File: src/logic/remc_pkg.sv
package remc_pkg;
   // register byte offsets
   localparam logic [11:0] REMC_OFF_MSW = 12'h000;
   localparam logic [11:0] REMC_OFF_SRA = 12'h004;
   localparam logic [11:0] REMC_OFF_SRS = 12'h008;
   localparam logic [11:0] REMC_OFF_STS = 12'h00C;
   // machine_state_word fields, lsb-0 index (big-endian bit n sits at 31-n)
   localparam int REMC_B_POW = 18;
   localparam int REMC_B_ILE = 16;
   localparam int REMC_B_EE = 15;
   localparam int REMC_B_PR = 14;
   localparam int REMC_B_FP = 13;
   localparam int REMC_B_ME = 12;
   localparam int REMC_B_FE0 = 11;
   localparam int REMC_B_SE = 10;
   localparam int REMC_B_BE = 9;
   localparam int REMC_B_FE1 = 8;
   localparam int REMC_B_IP = 6;
   localparam int REMC_B_IR = 5;
   localparam int REMC_B_DR = 4;
   localparam int REMC_B_RI = 1;
   localparam int REMC_B_LE = 0;
   localparam logic [31:0] REMC_MSW_WMASK = 32'h0005_FF73;
   localparam logic [31:0] REMC_SRS_SAVE = 32'h0000_FF73;
   localparam logic [31:0] REMC_MSW_KEEP = 32'h0001_1040;
   localparam logic [31:0] REMC_MSW_RST = 32'h0000_0040;
   localparam logic [31:0] REMC_ZERO = 32'h0000_0000;
   // vectors
   localparam logic [31:0] REMC_BASE_LO = 32'h0000_0000;
   localparam logic [31:0] REMC_BASE_HI = 32'hFFF0_0000;
   localparam logic [31:0] REMC_VEC_RST = 32'h0000_0100;
   localparam logic [31:0] REMC_VEC_MC = 32'h0000_0200;
   // status register fields
   localparam int REMC_S_POR = 0;
   localparam int REMC_S_SOFT = 1;
   localparam int REMC_S_CSTOP = 2;
   localparam int REMC_S_LASTMC = 3;
   localparam int REMC_S_RECOV = 4;

   typedef enum logic {
      REMC_RUN = 1'b0,
      REMC_CSTOP = 1'b1
   } remc_state_t;

   // events that an exception entry would throw away
   typedef struct packed {
      logic ext_irq;
      logic dec_irq;
      logic dstore_err;
      logic fp_prog;
   } remc_loss_t;
endpackage

File: src/logic/remc_top.sv
`timescale 1ns/1ps
`default_nettype none
module remc_top
   import remc_pkg::*;
(
   input wire logic pclk, // apb clock, 10 MHz
   input wire logic presetn, // async reset, active low
   input wire logic psel, // apb select
   input wire logic penable, // apb access phase
   input wire logic pwrite, // apb direction
   input wire logic [11:0] paddr, // apb byte address
   input wire logic [31:0] pwdata, // apb write data
   output logic [31:0] prdata, // apb read data
   output logic pready, // apb ready
   output logic pslverr, // apb error on unmapped address
   input wire logic sys_reset_pin, // system reset request, async level
   input wire logic bus_err_pin, // memory controller bus error, async level
   input wire logic nonexist_addr, // core: access to nonexistent address
   input wire logic [31:0] next_pc, // core: next instruction address
   input wire logic [31:0] exec_pc, // core: instruction executing now
   input wire logic ctx_sync_ok, // core: entry can be context-synchronizing
   input wire remc_loss_t loss, // core: pending events lost by entry
   output logic fetch_redirect, // pulse: fetch from fetch_vector
   output logic [31:0] fetch_vector, // handler entry address
   output logic sync_full, // pulse: synchronize earlier and later
   output logic sync_next, // pulse: synchronize later only
   output logic instr_exc_squash, // pulse: drop issuing instruction exceptions
   output logic halt, // stop instruction processing
   output logic checkstop // checkstop status
);

   function automatic logic [31:0] vec_addr(input logic ip, input logic [31:0] off);
      vec_addr = (ip ? REMC_BASE_HI : REMC_BASE_LO) | off;
   endfunction

   function automatic logic [31:0] save_state(input logic [31:0] msw, input logic recov);
      logic [31:0] s;
      s = msw & REMC_SRS_SAVE;
      s[REMC_B_RI] = recov & msw[REMC_B_RI];
      save_state = s;
   endfunction

   function automatic logic [31:0] entry_msw(input logic [31:0] msw, input logic is_mc);
      logic [31:0] m;
      m = msw & REMC_MSW_KEEP;
      m[REMC_B_LE] = msw[REMC_B_ILE];
      if (is_mc) begin
         m[REMC_B_ME] = 1'b0;
      end
      entry_msw = m;
   endfunction

   // three-stage synchronisers; a change counts once stages two and three agree
   logic [2:0] rst_sync_q;
   logic [2:0] berr_sync_q;
   logic rst_lvl_q;
   logic berr_lvl_q;

   always_ff @(posedge pclk or negedge presetn) begin
      if (!presetn) begin
         rst_sync_q <= 3'b000;
      end else begin
         rst_sync_q <= {rst_sync_q[1:0], sys_reset_pin};
      end
   end

   always_ff @(posedge pclk or negedge presetn) begin
      if (!presetn) begin
         berr_sync_q <= 3'b000;
      end else begin
         berr_sync_q <= {berr_sync_q[1:0], bus_err_pin};
      end
   end

   wire logic rst_agree = (rst_sync_q[1] == rst_sync_q[2]);
   wire logic berr_agree = (berr_sync_q[1] == berr_sync_q[2]);
   wire logic rst_rise = rst_agree & rst_sync_q[2] & ~rst_lvl_q;
   wire logic berr_rise = berr_agree & berr_sync_q[2] & ~berr_lvl_q;

   always_ff @(posedge pclk or negedge presetn) begin
      if (!presetn) begin
         rst_lvl_q <= 1'b0;
      end else if (rst_agree) begin
         rst_lvl_q <= rst_sync_q[2];
      end
   end

   always_ff @(posedge pclk or negedge presetn) begin
      if (!presetn) begin
         berr_lvl_q <= 1'b0;
      end else if (berr_agree) begin
         berr_lvl_q <= berr_sync_q[2];
      end
   end

   // architectural registers and control state
   logic [31:0] msw_q;
   logic [31:0] sra_q;
   logic [31:0] srs_q;
   logic por_seen_q;
   logic soft_seen_q;
   logic cstop_seen_q;
   logic last_mc_q;
   logic last_recov_q;
   logic [4:0] sts_view;
   logic mc_pend_q;
   logic pend_bus_q;
   remc_state_t state_q;

   // exception selection
   logic any_loss;
   logic mc_now;
   logic take_rst;
   logic take_mc;
   logic enter_cs;
   logic rst_recov;
   logic mc_recov;

   always_comb begin
      any_loss = |loss;
      mc_now = mc_pend_q | berr_rise | nonexist_addr;
      take_rst = rst_rise;
      take_mc = ~take_rst & mc_now & (state_q == REMC_RUN) & msw_q[REMC_B_ME];
      enter_cs = ~take_rst & mc_now & (state_q == REMC_RUN) & ~msw_q[REMC_B_ME];
      rst_recov = ~any_loss;
      mc_recov = ctx_sync_ok & ~any_loss;
   end

   // a machine check held off by a reset waits here and is taken right after
   always_ff @(posedge pclk or negedge presetn) begin
      if (!presetn) begin
         mc_pend_q <= 1'b0;
      end else if (take_rst & mc_now) begin
         mc_pend_q <= 1'b1;
      end else if (take_mc | enter_cs | (state_q == REMC_CSTOP)) begin
         mc_pend_q <= 1'b0;
      end
   end

   // remembers whether the held-off check came from a bus error
   always_ff @(posedge pclk or negedge presetn) begin
      if (!presetn) begin
         pend_bus_q <= 1'b0;
      end else if (take_rst & mc_now) begin
         pend_bus_q <= berr_rise | pend_bus_q;
      end else if (take_mc | enter_cs | (state_q == REMC_CSTOP)) begin
         pend_bus_q <= 1'b0;
      end
   end

   always_ff @(posedge pclk or negedge presetn) begin
      if (!presetn) begin
         state_q <= REMC_RUN;
      end else if (take_rst) begin
         state_q <= REMC_RUN;
      end else if (enter_cs) begin
         state_q <= REMC_CSTOP;
      end
   end

   // apb slave: zero wait states, answer registered in the setup cycle
   logic apb_setup;
   logic apb_wr;
   logic hit;
   logic [31:0] rd_mux;

   always_comb begin
      apb_setup = psel & ~penable;
      apb_wr = psel & penable & pwrite & pready;
      hit = (paddr == REMC_OFF_MSW) | (paddr == REMC_OFF_SRA) |
            (paddr == REMC_OFF_SRS) | (paddr == REMC_OFF_STS);
      unique case (paddr)
         REMC_OFF_MSW: rd_mux = msw_q & REMC_MSW_WMASK;
         REMC_OFF_SRA: rd_mux = sra_q;
         REMC_OFF_SRS: rd_mux = srs_q;
         REMC_OFF_STS: rd_mux = {27'h000_0000, sts_view};
         default: rd_mux = REMC_ZERO;
      endcase
   end

   always_ff @(posedge pclk or negedge presetn) begin
      if (!presetn) begin
         pready <= 1'b0;
      end else begin
         pready <= apb_setup;
      end
   end

   always_ff @(posedge pclk or negedge presetn) begin
      if (!presetn) begin
         pslverr <= 1'b0;
      end else begin
         pslverr <= apb_setup & ~hit;
      end
   end

   always_ff @(posedge pclk or negedge presetn) begin
      if (!presetn) begin
         prdata <= REMC_ZERO;
      end else if (apb_setup) begin
         prdata <= rd_mux;
      end
   end

   // msw, sra and srs writes are frozen in checkstop so the stopped state can be inspected; status clears still go through
   wire logic sw_ok = apb_wr & (state_q == REMC_RUN) & ~take_rst;

   always_ff @(posedge pclk or negedge presetn) begin
      if (!presetn) begin
         msw_q <= REMC_MSW_RST;
      end else if (take_rst) begin
         msw_q <= entry_msw(msw_q, 1'b0);
      end else if (take_mc) begin
         msw_q <= entry_msw(msw_q, 1'b1);
      end else if (sw_ok & (paddr == REMC_OFF_MSW)) begin
         msw_q <= pwdata & REMC_MSW_WMASK;
      end
   end

   always_ff @(posedge pclk or negedge presetn) begin
      if (!presetn) begin
         sra_q <= REMC_ZERO;
      end else if (take_rst) begin
         sra_q <= next_pc;
      end else if (take_mc) begin
         sra_q <= exec_pc;
      end else if (sw_ok & (paddr == REMC_OFF_SRA)) begin
         sra_q <= pwdata;
      end
   end

   always_ff @(posedge pclk or negedge presetn) begin
      if (!presetn) begin
         srs_q <= REMC_ZERO;
      end else if (take_rst) begin
         srs_q <= save_state(msw_q, rst_recov);
      end else if (take_mc) begin
         srs_q <= save_state(msw_q, mc_recov);
      end else if (sw_ok & (paddr == REMC_OFF_SRS)) begin
         srs_q <= pwdata;
      end
   end

   // status: write one to clear the two reset flags; a new event beats the clear
   wire logic sts_wr = apb_wr & (paddr == REMC_OFF_STS);

   always_ff @(posedge pclk or negedge presetn) begin
      if (!presetn) begin
         por_seen_q <= 1'b1;
      end else if (sts_wr & pwdata[REMC_S_POR]) begin
         por_seen_q <= 1'b0;
      end
   end

   always_ff @(posedge pclk or negedge presetn) begin
      if (!presetn) begin
         soft_seen_q <= 1'b0;
      end else if (take_rst) begin
         soft_seen_q <= 1'b1;
      end else if (sts_wr & pwdata[REMC_S_SOFT]) begin
         soft_seen_q <= 1'b0;
      end
   end

   always_ff @(posedge pclk or negedge presetn) begin
      if (!presetn) begin
         cstop_seen_q <= 1'b0;
      end else if (take_rst) begin
         cstop_seen_q <= 1'b0;
      end else if (enter_cs) begin
         cstop_seen_q <= 1'b1;
      end
   end

   always_ff @(posedge pclk or negedge presetn) begin
      if (!presetn) begin
         last_mc_q <= 1'b0;
         last_recov_q <= 1'b0;
      end else if (take_rst | take_mc) begin
         last_mc_q <= take_mc;
         last_recov_q <= take_mc ? mc_recov : rst_recov;
      end
   end

   always_comb begin
      sts_view = '0;
      sts_view[REMC_S_POR] = por_seen_q;
      sts_view[REMC_S_SOFT] = soft_seen_q;
      sts_view[REMC_S_CSTOP] = cstop_seen_q;
      sts_view[REMC_S_LASTMC] = last_mc_q;
      sts_view[REMC_S_RECOV] = last_recov_q;
   end

   // core-facing outputs, all registered
   always_ff @(posedge pclk or negedge presetn) begin
      if (!presetn) begin
         fetch_redirect <= 1'b0;
      end else begin
         fetch_redirect <= take_rst | take_mc;
      end
   end

   always_ff @(posedge pclk or negedge presetn) begin
      if (!presetn) begin
         fetch_vector <= REMC_ZERO;
      end else if (take_rst) begin
         fetch_vector <= vec_addr(msw_q[REMC_B_IP], REMC_VEC_RST);
      end else if (take_mc) begin
         fetch_vector <= vec_addr(msw_q[REMC_B_IP], REMC_VEC_MC);
      end
   end

   always_ff @(posedge pclk or negedge presetn) begin
      if (!presetn) begin
         sync_full <= 1'b0;
         sync_next <= 1'b0;
      end else begin
         sync_full <= (take_rst & rst_recov) | (take_mc & mc_recov);
         sync_next <= (take_rst & ~rst_recov) | (take_mc & ~mc_recov);
      end
   end

   // a check from a nonexistent address has no issuing bus operation to beat
   always_ff @(posedge pclk or negedge presetn) begin
      if (!presetn) begin
         instr_exc_squash <= 1'b0;
      end else begin
         instr_exc_squash <= take_mc & (berr_rise | pend_bus_q);
      end
   end

   always_ff @(posedge pclk or negedge presetn) begin
      if (!presetn) begin
         halt <= 1'b0;
      end else if (take_rst) begin
         halt <= 1'b0;
      end else if (enter_cs) begin
         halt <= 1'b1;
      end
   end

   always_ff @(posedge pclk or negedge presetn) begin
      if (!presetn) begin
         checkstop <= 1'b0;
      end else if (take_rst) begin
         checkstop <= 1'b0;
      end else if (enter_cs) begin
         checkstop <= 1'b1;
      end
   end

endmodule
`default_nettype wire

File: config.mk
export PLATFORM = sky130hd
export DESIGN_NAME = remc_top
export DESIGN_NICKNAME = d
export VERILOG_FILES = /design/src/logic/remc_pkg.sv /design/src/logic/remc_top.sv
export SDC_FILE = /design/constraint.sdc
export NUM_CORES = 1
export LEC_CHECK = 0
export ABC_AREA = 1
export BUFFER_PORTS_ARGS = -buffer_cell sky130_fd_sc_hd__buf_4
export CORE_MARGIN = 3
export CORE_UTILIZATION = 40
export DETAILED_ROUTE_END_ITERATION = 12
export PLACE_DENSITY = 0.63
export SLEW_MARGIN = 20
export SYNTH_ARGS = -nofsm -noshare
export SYNTH_HDL_FRONTEND = slang
export SYNTH_SLANG_ARGS = --single-unit
File: constraint.sdc
create_clock -name pclk -period 2.1 [get_ports pclk]
set_input_delay 0.42 -clock pclk [delete_from_list [all_inputs] [get_ports pclk]]
set_output_delay 0.42 -clock pclk [all_outputs]
set_load 0.03 [all_outputs]
==> results of run 1 <==
Yosys cell counts, drive strengths merged:
cell type    n  area (sq um)
or2          2          12.5
nand2      411          1570
nand3      125           631
buf         59           407
mux2         1          11.3
clkbuf      18          67.6
o21ai       47           273
o21bai       2          15.0
o22ai        6          37.5
ha           2          25.0
o211ai       2          15.0
nor3b        1          7.51
inv         55           209
nor2        44           175
dfrtp      133          3330
conb         1          3.75
nor3         2          20.0
a21oi        1          5.00
dfstp        2          52.6
nand4        1          6.26
worst max-delay path, delay by kind of cell, from the launching register on:
kind            cells  cell delay [ns]
compound gates      1             0.08
simple gates        6             0.58
buf+inv             4             0.55
flops               1             0.38
fa+ha+maj           1             0.24
layer usage:
metal / wire (um) / vias up / GRT usage, %
met5: 0 / - / 0
met4: 279 / 0 / 6.43
met3: 1610 / 19 / 5.66
met2: 9780 / 240 / 36.2
met1: 9220 / 3015 / 30.9
li1: - / 3187 / -
worst max-delay path by stage:
stage / to / start / cells after the start / slack [ns]
final: msw_q[18]$_DFFE_PN0P_ / rst_sync_q[1]$_DFF_PN0_ / 12 / 0.15
after floorplan: sra_q[13]$_DFFE_PN0P_ / halt$_DFFE_PN0P_ / 13 / 0.38
after detailed placement: msw_q[18]$_DFFE_PN0P_ / rst_sync_q[1]$_DFF_PN0_ / 12 / 0.14
after CTS: msw_q[18]$_DFFE_PN0P_ / rst_sync_q[1]$_DFF_PN0_ / 12 / 0.12
after global placement: prdata[8]$_DFFE_PN0P_ / paddr[1] / 9 / 0.16
after global routing: msw_q[18]$_DFFE_PN0P_ / rst_sync_q[1]$_DFF_PN0_ / 12 / 0.004
sequential cells by signal, summed over array words and instances (netlist names), 3 cells and up:
register and cells:
berr_sync_q 3, fetch_vector 3, msw_q 15, prdata 32, rst_sync_q 3, sra_q 32
srs_q 32
cell type report:
cell class	instances	share of cell area, %
Sequential cell	135	37.6
Multi-Input combinational cell	665	32.1
Timing Repair Buffer	213	18.4
Clock buffer	25	5.62
Tap cell	220	3.06
Inverter	55	2.39
Clock inverter	7	0.751
Timing Repair inverter	1	0.0834
per-stage QoR:
stage | hold slack, ns | setup slack, ns | util [%] | instance area [sq um] | instances
3_3_place_gp | 0.335 | 0.158 | 50.3 | 8400 | 1287
2_1_floorplan | 0.124 | 0.383 | - | 6930 | 932
3_5_place_dp | 0.335 | 0.140 | 50.3 | 8400 | 1287
5_1_grt | 0.0916 | 0.00440 | 53.9 | 9000 | 1321
6_report | 0.110 | 0.148 | 53.9 | 9000 | 1321
4_1_cts | 0.0955 | 0.120 | 53.8 | 8980 | 1320
power by group through the flow:
| stage | sequential, mW | clock [mW] | combinational (mW) |
|---|---|---|---|
| 2_1_floorplan | 3.02 | 0 | 0.482 |
| 3_3_place_gp | 3.03 | 0 | 0.835 |
| 3_5_place_dp | 3.04 | 0 | 0.861 |
| 4_1_cts | 2.99 | 2.91 | 0.865 |
| 5_1_grt | 3.02 | 3.04 | 0.970 |
| 6_report | 3.00 | 2.88 | 0.863 |
repair_timing:
action	CTS	global route
resized for setup	0	7
endpoints found under the hold margin	50	0
buffers inserted	0	0
setup endpoints to repair	0	44
hold buffers	1	0
kinds of logic (layout without fill, tap and decap cells):
family          Yosys count  count (layout)  share of synthesized area (%)
compound gates           58              58                           5.03
buf+inv                 132             301                           9.95
other cells               1              18                         0.0546
fa+ha+maj                 2               2                          0.364
flops                   135             135                           49.2
simple gates            586             586                           35.2
mux                       1               1                          0.164
==> results.ini, run 1 <==
[placed_design]
detailed_placer_s_ending_hpwl_um = 14300
io_buffer_count = 174
globalplace.congestion = 0.808

[logic_synthesis]
synthesis.area_sq_mm = 0.00687
post_synth.cell_area_avg_sq_um = 7.51
synth_seq_area_share_pct = 49.2
synthCells = 915
yosys_register_bits = 135
synth-warning-count = 0
synth_cell_types = 33

[layout]
area_used_by_multi_input_combinational_logic_sq_mm = 0.00289
nets = 1211
post_route_cells_drive_above_1_share_pct = 25.2
insertedDiodeCount = 0
register_area_sq_mm = 0.00338
layout.cells.most_common = sky130_fd_sc_hd__nand2_1
final_cell_mix = sky130_fd_sc_hd__nand2_1, sky130_fd_sc_hd__buf_4, sky130_fd_sc_hd__dfrtp_1
nFillCells = 1609
syn2layout_area_growth_pct = 31.0

[worst_setup_path]
critPathMaxFanout = 16
worst_ep_arrival_time_ns = 2.25
rr_worst_depth = 12
cpMostUsedCell = sky130_fd_sc_hd__nand2_2
timing.critical_path.required_ns = 2.40
timing.setup.critical_path_class = reg -> reg
end_kind = register
path_cells = ha_1, inv_1, nor2_2, nor2_1, nand2_2, nand2_2, inv_4, buf_4, nand2_2, clkinvlp_4, nand2_1, o21ai_0
rr_endpoint = msw_q[18]$_DFFE_PN0P_
regToRegSetupSlack_ns = 0.15
slowest_stage = sky130_fd_sc_hd__dfrtp_1
max_stage_delay_ns = 0.38
reg2reg_from = rst_sync_q[1]$_DFF_PN0_
critPathLaunchType = register

[clock_network]
clkSlewWorstSetupHoldPaths_ns = 0.06
clockRootBuffer = sky130_fd_sc_hd__clkbuf_16
htree_num_levels = 4
clkLatencyLatePin_ns = 0.43
cts_tree = built
numCtsBuffers = 17
maximum_buffer_depth_of_the_clock_tree = 2
clock_sink_count = 135

[pwr]
power.switching_fraction_pct = 25.9
power_switching_mw = 1.75
power.share.combinational_pct = 12.8
intPower_mw = 4.99
power.sequential.fraction_pct = 44.5
static-leakage-power_nw = 4.99
p_total_mw = 6.74
power_per_cell_area_mw_per_mm2 = 749
vdd_ir_drop_max_mv = 0.553
share_clk_of_total_power_pct = 42.7

[min_path]
path_category_of_the_worst_min_delay_check = in -> reg
worst_hold_startpoint = bus_err_pin
min_path_cells = 1
holdPathEnd = berr_sync_q[0]$_DFF_PN0_

[sta]
fin_setup_tns_ns = 0
finalClockSkew_ns = 0.0116
achievable_freq_mhz = 512
hold_viol = 0
timing_worst_slew_pin_value_ns = 0.607
finalCriticalPeriod_ns = 1.95
timing_max_transition_violations_final = 0
slew-limit-headroom_pct = 59.5
rsz0062_at_grt = false
final_worst_path_period_share_pct = 93.0
finalSetupViolCount = 0

[global_route]
grt_overflow = 0
largest_net_degree_at_the_start_of_global_routing = 56
global_route.usage.total_pct = 22.7
antenna_found_initial = 0
grt_first_pass_wirelength_um = 32900
first_global_vias = 6350

[floorplanning]
start_util_pct = 41.1
num_rows = 47
chipWidth_um = 137
num_io_pins = 193
chipHeight_um = 137
core_area_sq_mm = 0.0167
floorplan.die_area_sq_mm = 0.0188

[routing]
route.detailed.wl_per_inst_um = 15.8
post-route-drc-count = 0
first_iter_violations = 431
dr_total_vias = 6461
detail_route.vias_per_cell = 4.89
route.final.wire_length_um = 20900
antenna_nets_post_route = 0
drt-pass1-iter-count = 5

[run]
maxCapViolations = 0

[outcome]
status = finished, final reports clean

(Power assumes the default switching activity.)
==> inputs of run 2 (changes only) <==
--- a/config.mk
+++ b/config.mk
@@ -7,11 +7,12 @@
 export LEC_CHECK = 0
 export ABC_AREA = 1
 export BUFFER_PORTS_ARGS = -buffer_cell sky130_fd_sc_hd__buf_4
+export CAP_MARGIN = 20
 export CORE_MARGIN = 3
 export CORE_UTILIZATION = 40
 export DETAILED_ROUTE_END_ITERATION = 12
 export PLACE_DENSITY = 0.63
-export SLEW_MARGIN = 20
+export SLEW_MARGIN = 0
 export SYNTH_ARGS = -nofsm -noshare
 export SYNTH_HDL_FRONTEND = slang
 export SYNTH_SLANG_ARGS = --single-unit
==> constraint.sdc (replaced) <==
create_clock -name pclk -period 2.3 [get_ports pclk]
set_input_delay 0.46 -clock pclk [delete_from_list [all_inputs] [get_ports pclk]]
set_output_delay 0.46 -clock pclk [all_outputs]
set_load 0.03 [all_outputs]
==> run 2 against run 1 <==
Setup slack better by 0.091 ns. Non-clock buffer count shrank 6. Combinational power is 11% lower. Critical path depth shrank 3. Sequential cell count is the same. Cell area down 0.47%. Final cell count shrank 0.53%. Fmax shrank 5.3%. Largest power group unchanged. Power fell by 7.4%. Highest routed layer unchanged.
==> results.ini, run 2 (synthesized netlist as in run 1, its figures left out) <==
[worst_setup_path]
end_kind = register
regToRegSetupSlack_ns = 0.24  ; +0.09 ns
timing.setup.critical_path_class = reg -> reg
rr_worst_depth = 9  ; -3
critPathLaunchType = register
timing.critical_path.required_ns = 2.60  ; +0.20 ns
rr_endpoint = sra_q[24]$_DFFE_PN0P_
path_cells = ha_1, nand2_4, nand2_2, nor2_4, nand3_1, nand2_4, inv_2, nand2_1, nand2_1
crit_buf_inv = 1  ; -3
worst_ep_arrival_time_ns = 2.36  ; +0.11 ns
max_stage_delay_ns = 0.38  ; about the same
slowest_stage = sky130_fd_sc_hd__dfrtp_1
critPathMaxFanout = 30  ; +14
cpLargestDelayFamily = simple AND/OR/NAND/NOR gates
reg2reg_from = rst_sync_q[1]$_DFF_PN0_

[routing]
detail_route.vias_per_cell = 4.88  ; -0.23%
route.final.wire_length_um = 20400  ; -2.2%
post-route-drc-count = 0  ; unchanged
drt-pass1-iter-count = 5  ; unchanged
route.detailed.wl_per_inst_um = 15.5  ; -1.7%
first_iter_violations = 400  ; -7.2%
antenna_nets_post_route = 0  ; unchanged
dr_total_vias = 6412  ; -0.76%

[placed_design]
detailed_placer_s_ending_hpwl_um = 14300  ; -0.33%
globalplace.congestion = 0.828  ; +2.5%
io_buffer_count = 174  ; unchanged
pre_cts_ws_ns = 0.194  ; +0.0545 ns

[min_path]
min_path_cells = 1  ; unchanged
holdPathEnd = berr_sync_q[0]$_DFF_PN0_
path_category_of_the_worst_min_delay_check = in -> reg
worst_hold_startpoint = bus_err_pin

[layout]
insertedDiodeCount = 0  ; unchanged
layout.cells.most_common = sky130_fd_sc_hd__nand2_1
reg_top3 = prdata (32), sra_q (32), srs_q (32)
final_cell_mix = sky130_fd_sc_hd__nand2_1, sky130_fd_sc_hd__buf_4, sky130_fd_sc_hd__dfrtp_1
post_route_cells_drive_above_1_share_pct = 25.0  ; -0.30 points
nets = 1204  ; -0.58%
syn2layout_area_growth_pct = 30.4

[clock_network]
clock_sink_count = 135  ; unchanged
clkLatencyLatePin_ns = 0.42  ; about the same
cts_tree = built
maximum_buffer_depth_of_the_clock_tree = 2  ; unchanged
numCtsBuffers = 17  ; unchanged
clkSlewWorstSetupHoldPaths_ns = 0.06  ; about the same
clockRootBuffer = sky130_fd_sc_hd__clkbuf_16
htree_num_levels = 4  ; unchanged

[floorplanning]
core_area_sq_mm = 0.0167  ; unchanged
floorplan.die_area_sq_mm = 0.0188  ; unchanged
num_rows = 47  ; unchanged
start_util_pct = 41.1  ; unchanged
chipHeight_um = 137  ; unchanged
num_io_pins = 193  ; unchanged
chipWidth_um = 137  ; unchanged

[sta]
hold_viol = 0  ; unchanged
achievable_freq_mhz = 485  ; -5.3%
finalClockSkew_ns = 0.00881  ; -0.00282 ns
fin_setup_tns_ns = 0  ; unchanged
timing_worst_slew_pin_value_ns = 0.671  ; +0.0641 ns
finalSetupViolCount = 0  ; unchanged
final_worst_path_period_share_pct = 89.6  ; -3.4 points
slew-limit-headroom_pct = 55.2  ; -4.3 points
layout_setup_ws_ns = 0.239  ; +0.0912 ns
timing_max_transition_violations_final = 0  ; unchanged
finalCriticalPeriod_ns = 2.06  ; +0.109 ns
rsz0062_at_grt = false

[pwr]
vdd_ir_drop_max_mv = 0.514  ; -7.1%
power_per_cell_area_mw_per_mm2 = 697  ; -7.0%
p_total_mw = 6.24  ; -7.4%
static-leakage-power_nw = 4.96  ; -0.56%

[outcome]
status = finished, final reports clean

[global_route]
first_global_vias = 5925  ; -6.7%
antenna_found_initial = 0  ; unchanged
grt_first_pass_wirelength_um = 31500  ; -4.4%
largest_net_degree_at_the_start_of_global_routing = 47  ; -16%
grt_overflow = 0  ; unchanged
global_route.usage.total_pct = 21.9  ; -0.85 points

[run]
maxCapViolations = 0  ; unchanged

run 2: cell types whose count changed in the layout (fill, tap and decap cells not counted), moves of 2 or more:
| cell | previous run | this run |
|---|---|---|
| sky130_fd_sc_hd__buf_4 | 207 | 202 |
| sky130_fd_sc_hd__clkinv_4 | 0 | 4 |
| sky130_fd_sc_hd__clkbuf_1 | 3 | 0 |
| sky130_fd_sc_hd__clkbuf_8 | 5 | 2 |
| sky130_fd_sc_hd__clkinv_2 | 3 | 1 |
| sky130_fd_sc_hd__inv_6 | 0 | 2 |
run 2: how the worst max path moves through the flow:
stage                                        from                    end  cells after the start
after floorplan                  halt$_DFFE_PN0P_  sra_q[13]$_DFFE_PN0P_                     13
after global placement                  paddr[11]  sra_q[19]$_DFFE_PN0P_                      9
after detailed placement                paddr[11]  srs_q[23]$_DFFE_PN0P_                     10
after CTS                 rst_sync_q[1]$_DFF_PN0_  msw_q[18]$_DFFE_PN0P_                     12
after global routing      rst_sync_q[1]$_DFF_PN0_  msw_q[18]$_DFFE_PN0P_                     12
final                     rst_sync_q[1]$_DFF_PN0_  sra_q[24]$_DFFE_PN0P_                      9
run 2: cell type report:
class | count | area, sq um
timing repair buffer | 207 | 1600
tap | 220 | 275
clock inverter | 13 | 148
sequential | 135 | 3380
fill | 1614 | 7740
inverter | 55 | 213
clock buffer | 19 | 453
multi-input combinational | 665 | 2890
run 2: routing by layer:
| layer | GRT usage, % | part of all wire (%) |
|---|---|---|
| met4 | 5.99 | 1.1 |
| met3 | 3.90 | 6.1 |
| met1 | 31.0 | 45 |
| met2 | 34.6 | 48 |
| met5 | 0 | 0 |
run 2: report_power, final:
part           internal [mW]  switching (mW)
Clock                   1.66            1.08
Combinational          0.314           0.453
Sequential              2.61           0.128
run 2: worst register-to-register path, cell delays in order (launching register included):
cell and delay [ns]:
sky130_fd_sc_hd__dfrtp_1 0.38, sky130_fd_sc_hd__ha_1 0.24, sky130_fd_sc_hd__nand2_4 0.17, sky130_fd_sc_hd__nand2_2 0.10, sky130_fd_sc_hd__nor2_4 0.14, sky130_fd_sc_hd__nand3_1 0.14
sky130_fd_sc_hd__nand2_4 0.21, sky130_fd_sc_hd__inv_2 0.32, sky130_fd_sc_hd__nand2_1 0.18, sky130_fd_sc_hd__nand2_1 0.06
run 2: what timing repair did:
item                                   4_1_cts  5_1_grt
endpoints found under the hold margin       41        0
setup buffers                                0        0
hold buffers                                 1        0
resized for setup                            0        2
setup endpoints to repair                    0        8
run 2: stage by stage:
step | utilization, % | instance area [sq um] | hold WS (ns) | instances
after detailed placement | 49.9 | 8340 | 0.343 | 1281
after global placement | 49.9 | 8340 | 0.337 | 1281
after global routing | 53.6 | 8960 | 0.125 | 1314
after CTS | 53.6 | 8950 | 0.126 | 1314
after floorplan | - | 6930 | 0.164 | 932
final | 53.6 | 8960 | 0.140 | 1314
==> inputs of run 3 (changes only) <==
--- a/config.mk
+++ b/config.mk
@@ -6,13 +6,13 @@
 export NUM_CORES = 1
 export LEC_CHECK = 0
 export ABC_AREA = 1
-export BUFFER_PORTS_ARGS = -buffer_cell sky130_fd_sc_hd__buf_4
 export CAP_MARGIN = 20
+export CORE_ASPECT_RATIO = 1.75
 export CORE_MARGIN = 3
 export CORE_UTILIZATION = 40
 export DETAILED_ROUTE_END_ITERATION = 12
-export PLACE_DENSITY = 0.63
-export SLEW_MARGIN = 0
+export DONT_BUFFER_PORTS = 1
+export PLACE_DENSITY = 0.53
 export SYNTH_ARGS = -nofsm -noshare
 export SYNTH_HDL_FRONTEND = slang
 export SYNTH_SLANG_ARGS = --single-unit
==> run 3 against run 2 <==
The run now ends with hold timing left. Cell area down 15%. Clock skew up 0.0015 ns. Global-route usage up 0.78 points. Sequential share of layout area up 6.8 points. First-iteration DRC count down 30%. Largest cell class unchanged.
==> results.ini, run 3 (synthesized netlist as in run 1, its figures left out) <==
[global_route]
largest_net_degree_at_the_start_of_global_routing = 136  ; +190%
antenna_found_initial = 0  ; unchanged
grt_overflow = 0  ; unchanged
first_global_vias = 5838  ; -1.5%
global_route.usage.total_pct = 22.7  ; +0.78 points
grt_first_pass_wirelength_um = 32500  ; +3.1%

[layout]
nFillCells = 1823  ; +13%
layout.cells.most_common = sky130_fd_sc_hd__nand2_1
syn2layout_area_growth_pct = 10.7
nets = 1025  ; -15%
reg_top3 = prdata (32), sra_q (32), srs_q (32)
post_route_cells_drive_above_1_share_pct = 10.2  ; -15 points
post_layout_inst_area_sq_mm = 0.00760  ; -15%
insertedDiodeCount = 0  ; unchanged
final_cell_mix = sky130_fd_sc_hd__nand2_1, sky130_fd_sc_hd__dfrtp_1, sky130_fd_sc_hd__nand3_1

[floorplanning]
core_area_sq_mm = 0.0166  ; -0.60%
num_rows = 62  ; +32%
floorplan.die_area_sq_mm = 0.0188  ; +0.33%
chipWidth_um = 105  ; -23%
start_util_pct = 41.4  ; +0.25 points
num_io_pins = 193  ; unchanged
chipHeight_um = 179  ; +31%

[sta]
finalSetupViolCount = 0  ; unchanged
hold_viol = 134  ; +134
timing_worst_slew_pin_value_ns = 0.673  ; +0.00272 ns
rsz0062_at_grt = false
slew-limit-headroom_pct = 55.0  ; -0.18 points
finalClockSkew_ns = 0.0103  ; +0.00150 ns
achievable_freq_mhz = 487  ; +0.41%
fin_setup_tns_ns = 0  ; unchanged
finalCriticalPeriod_ns = 2.05  ; -0.00844 ns
final_worst_path_period_share_pct = 89.2  ; -0.37 points
whs_ns = -0.272  ; -0.411 ns
timing_max_transition_violations_final = 0  ; unchanged

[placed_design]
detailed_placer_s_ending_hpwl_um = 14100  ; -1.5%
io_buffer_count = 0  ; -100%
place_area_sq_mm = 0.00701  ; -16%
globalplace.congestion = 0.789  ; -4.7%

[clock_network]
clockRootBuffer = sky130_fd_sc_hd__clkbuf_16
postCtsSetupRepairBufs = 0  ; unchanged
numCtsBuffers = 17  ; unchanged
clkLatencyLatePin_ns = 0.42  ; about the same
clock_sink_count = 135  ; unchanged
clkSlewWorstSetupHoldPaths_ns = 0.07  ; about the same
cts_tree = built
maximum_buffer_depth_of_the_clock_tree = 2  ; unchanged
htree_num_levels = 4  ; unchanged
cts_repair_resized_insts = 0  ; unchanged

[outcome]
failing_checks = hold timing
status = complete, but fails checks

[worst_setup_path]
worst_ep_arrival_time_ns = 2.41  ; +0.05 ns
critPathMaxFanout = 32  ; +6.7%
end_kind = register
timing.critical_path.required_ns = 2.65  ; +0.05 ns
critPathLaunchType = register
timing.setup.critical_path_class = reg -> reg

[routing]
met3_wirelength_um = 945  ; -24%
dr_total_vias = 5734  ; -11%
topRoutingLayerUsed = met4
post-route-drc-count = 0  ; unchanged
detail_route.vias_per_cell = 5.03  ; +3.2%
route.final.wire_length_um = 20800  ; +2.0%
drt-pass1-iter-count = 5  ; unchanged
routedLengthMet1_um = 8270  ; -10%
route.detailed.wl_per_inst_um = 18.3  ; +18%
detailroute.wirelength.met2_um = 11100  ; +13%
antenna_nets_post_route = 0  ; unchanged
first_iter_violations = 280  ; -30%

[min_path]
path_category_of_the_worst_min_delay_check = in -> async

[pwr]
share_clk_of_total_power_pct = 45.7  ; +1.8 points
static-leakage-power_nw = 4.07  ; -18%
p_total_mw = 6.03  ; -3.4%
intPower_mw = 4.46  ; -2.6%
power.share.combinational_pct = 8.9  ; -3.4 points
power.sequential.fraction_pct = 45.4  ; +1.6 points
power_switching_mw = 1.56  ; -5.6%
power.switching_fraction_pct = 25.9  ; -0.61 points
vdd_ir_drop_max_mv = 0.477  ; -7.2%
power_per_cell_area_mw_per_mm2 = 793  ; +14%

[run]
maxCapViolations = 0  ; unchanged

[run 3: cell count changes in the layout (fill, tap and decap cells not counted), sizes merged]
| cell | previous run | this run |
|---|---|---|
| buf | 206 | 28 |
| clkbuf | 19 | 21 |
| clkinvlp | 5 | 3 |
| dlygate4sd3 | 1 | 0 |
[run 3: area by class of cell]
cell class / instances / area [sq um] / area share (%)
flip-flops and latches: 135 / 3380 / 44.5
multi-input cells: 665 / 2890 / 38.0
clock buffers: 21 / 470 / 6.19
well taps: 224 / 280 / 3.69
repair buffers: 28 / 248 / 3.26
inverters: 55 / 209 / 2.75
clock inverters: 11 / 124 / 1.63
[run 3: power by group through the flow]
stage | registers [mW] | clock network, mW | logic (mW)
after global placement | 2.77 | 0 | 0.528
after global routing | 2.76 | 2.90 | 0.618
after detailed placement | 2.77 | 0 | 0.539
final | 2.74 | 2.75 | 0.535
after CTS | 2.74 | 2.80 | 0.541
after floorplan | 2.75 | 0 | 0.440
[run 3: per-stage QoR]
stage / utilization [%] / setup WS [ns] / hold WS, ns / std cells
after floorplan: - / 0.583 / 0.164 / 932
after global placement: 42.2 / 0.211 / 0.169 / 1107
after detailed placement: 42.2 / 0.197 / 0.169 / 1107
after CTS: 45.8 / 0.231 / -0.283 / 1139
after global routing: 45.8 / 0.0259 / -0.291 / 1139
final: 45.8 / 0.247 / -0.272 / 1139
[run 3: critical path, stage by stage, from the launching register on]
cell	delay, ns
sky130_fd_sc_hd__dfrtp_1	0.35
sky130_fd_sc_hd__ha_1	0.21
sky130_fd_sc_hd__inv_1	0.06
sky130_fd_sc_hd__nor2_2	0.09
sky130_fd_sc_hd__nor2_1	0.06
sky130_fd_sc_hd__nand2_2	0.06
sky130_fd_sc_hd__nand2_1	0.13
sky130_fd_sc_hd__inv_4	0.19
sky130_fd_sc_hd__nand2_2	0.08
sky130_fd_sc_hd__inv_2	0.49
sky130_fd_sc_hd__nand2_1	0.13
sky130_fd_sc_hd__nand3_1	0.11
[run 3: worst paths after layout]
path,startpoint,end,slack [ns],depth (start not counted)
max,rst_sync_q[1]$_DFF_PN0_,srs_q[13]$_DFFE_PN0P_,0.25,11
min,presetn,sra_q[23]$_DFFE_PN0P_,-0.27,0
max reg2reg,rst_sync_q[1]$_DFF_PN0_,srs_q[13]$_DFFE_PN0P_,0.25,11
min reg2reg,berr_sync_q[0]$_DFF_PN0_,berr_sync_q[1]$_DFF_PN0_,0.35,0
max in group asynchronous,presetn,msw_q[6]$_DFFE_PN1P_,2.24,0
min in group pclk,bus_err_pin,berr_sync_q[0]$_DFF_PN0_,0.07,0
[run 3: per-layer routing]
layer / global-route usage [%] / vias up
met5: 0 / -
met1: 27.1 / 2708
met2: 40.8 / 180
met3: 3.62 / 34
met4: 8.81 / 0
li1: - / 2812
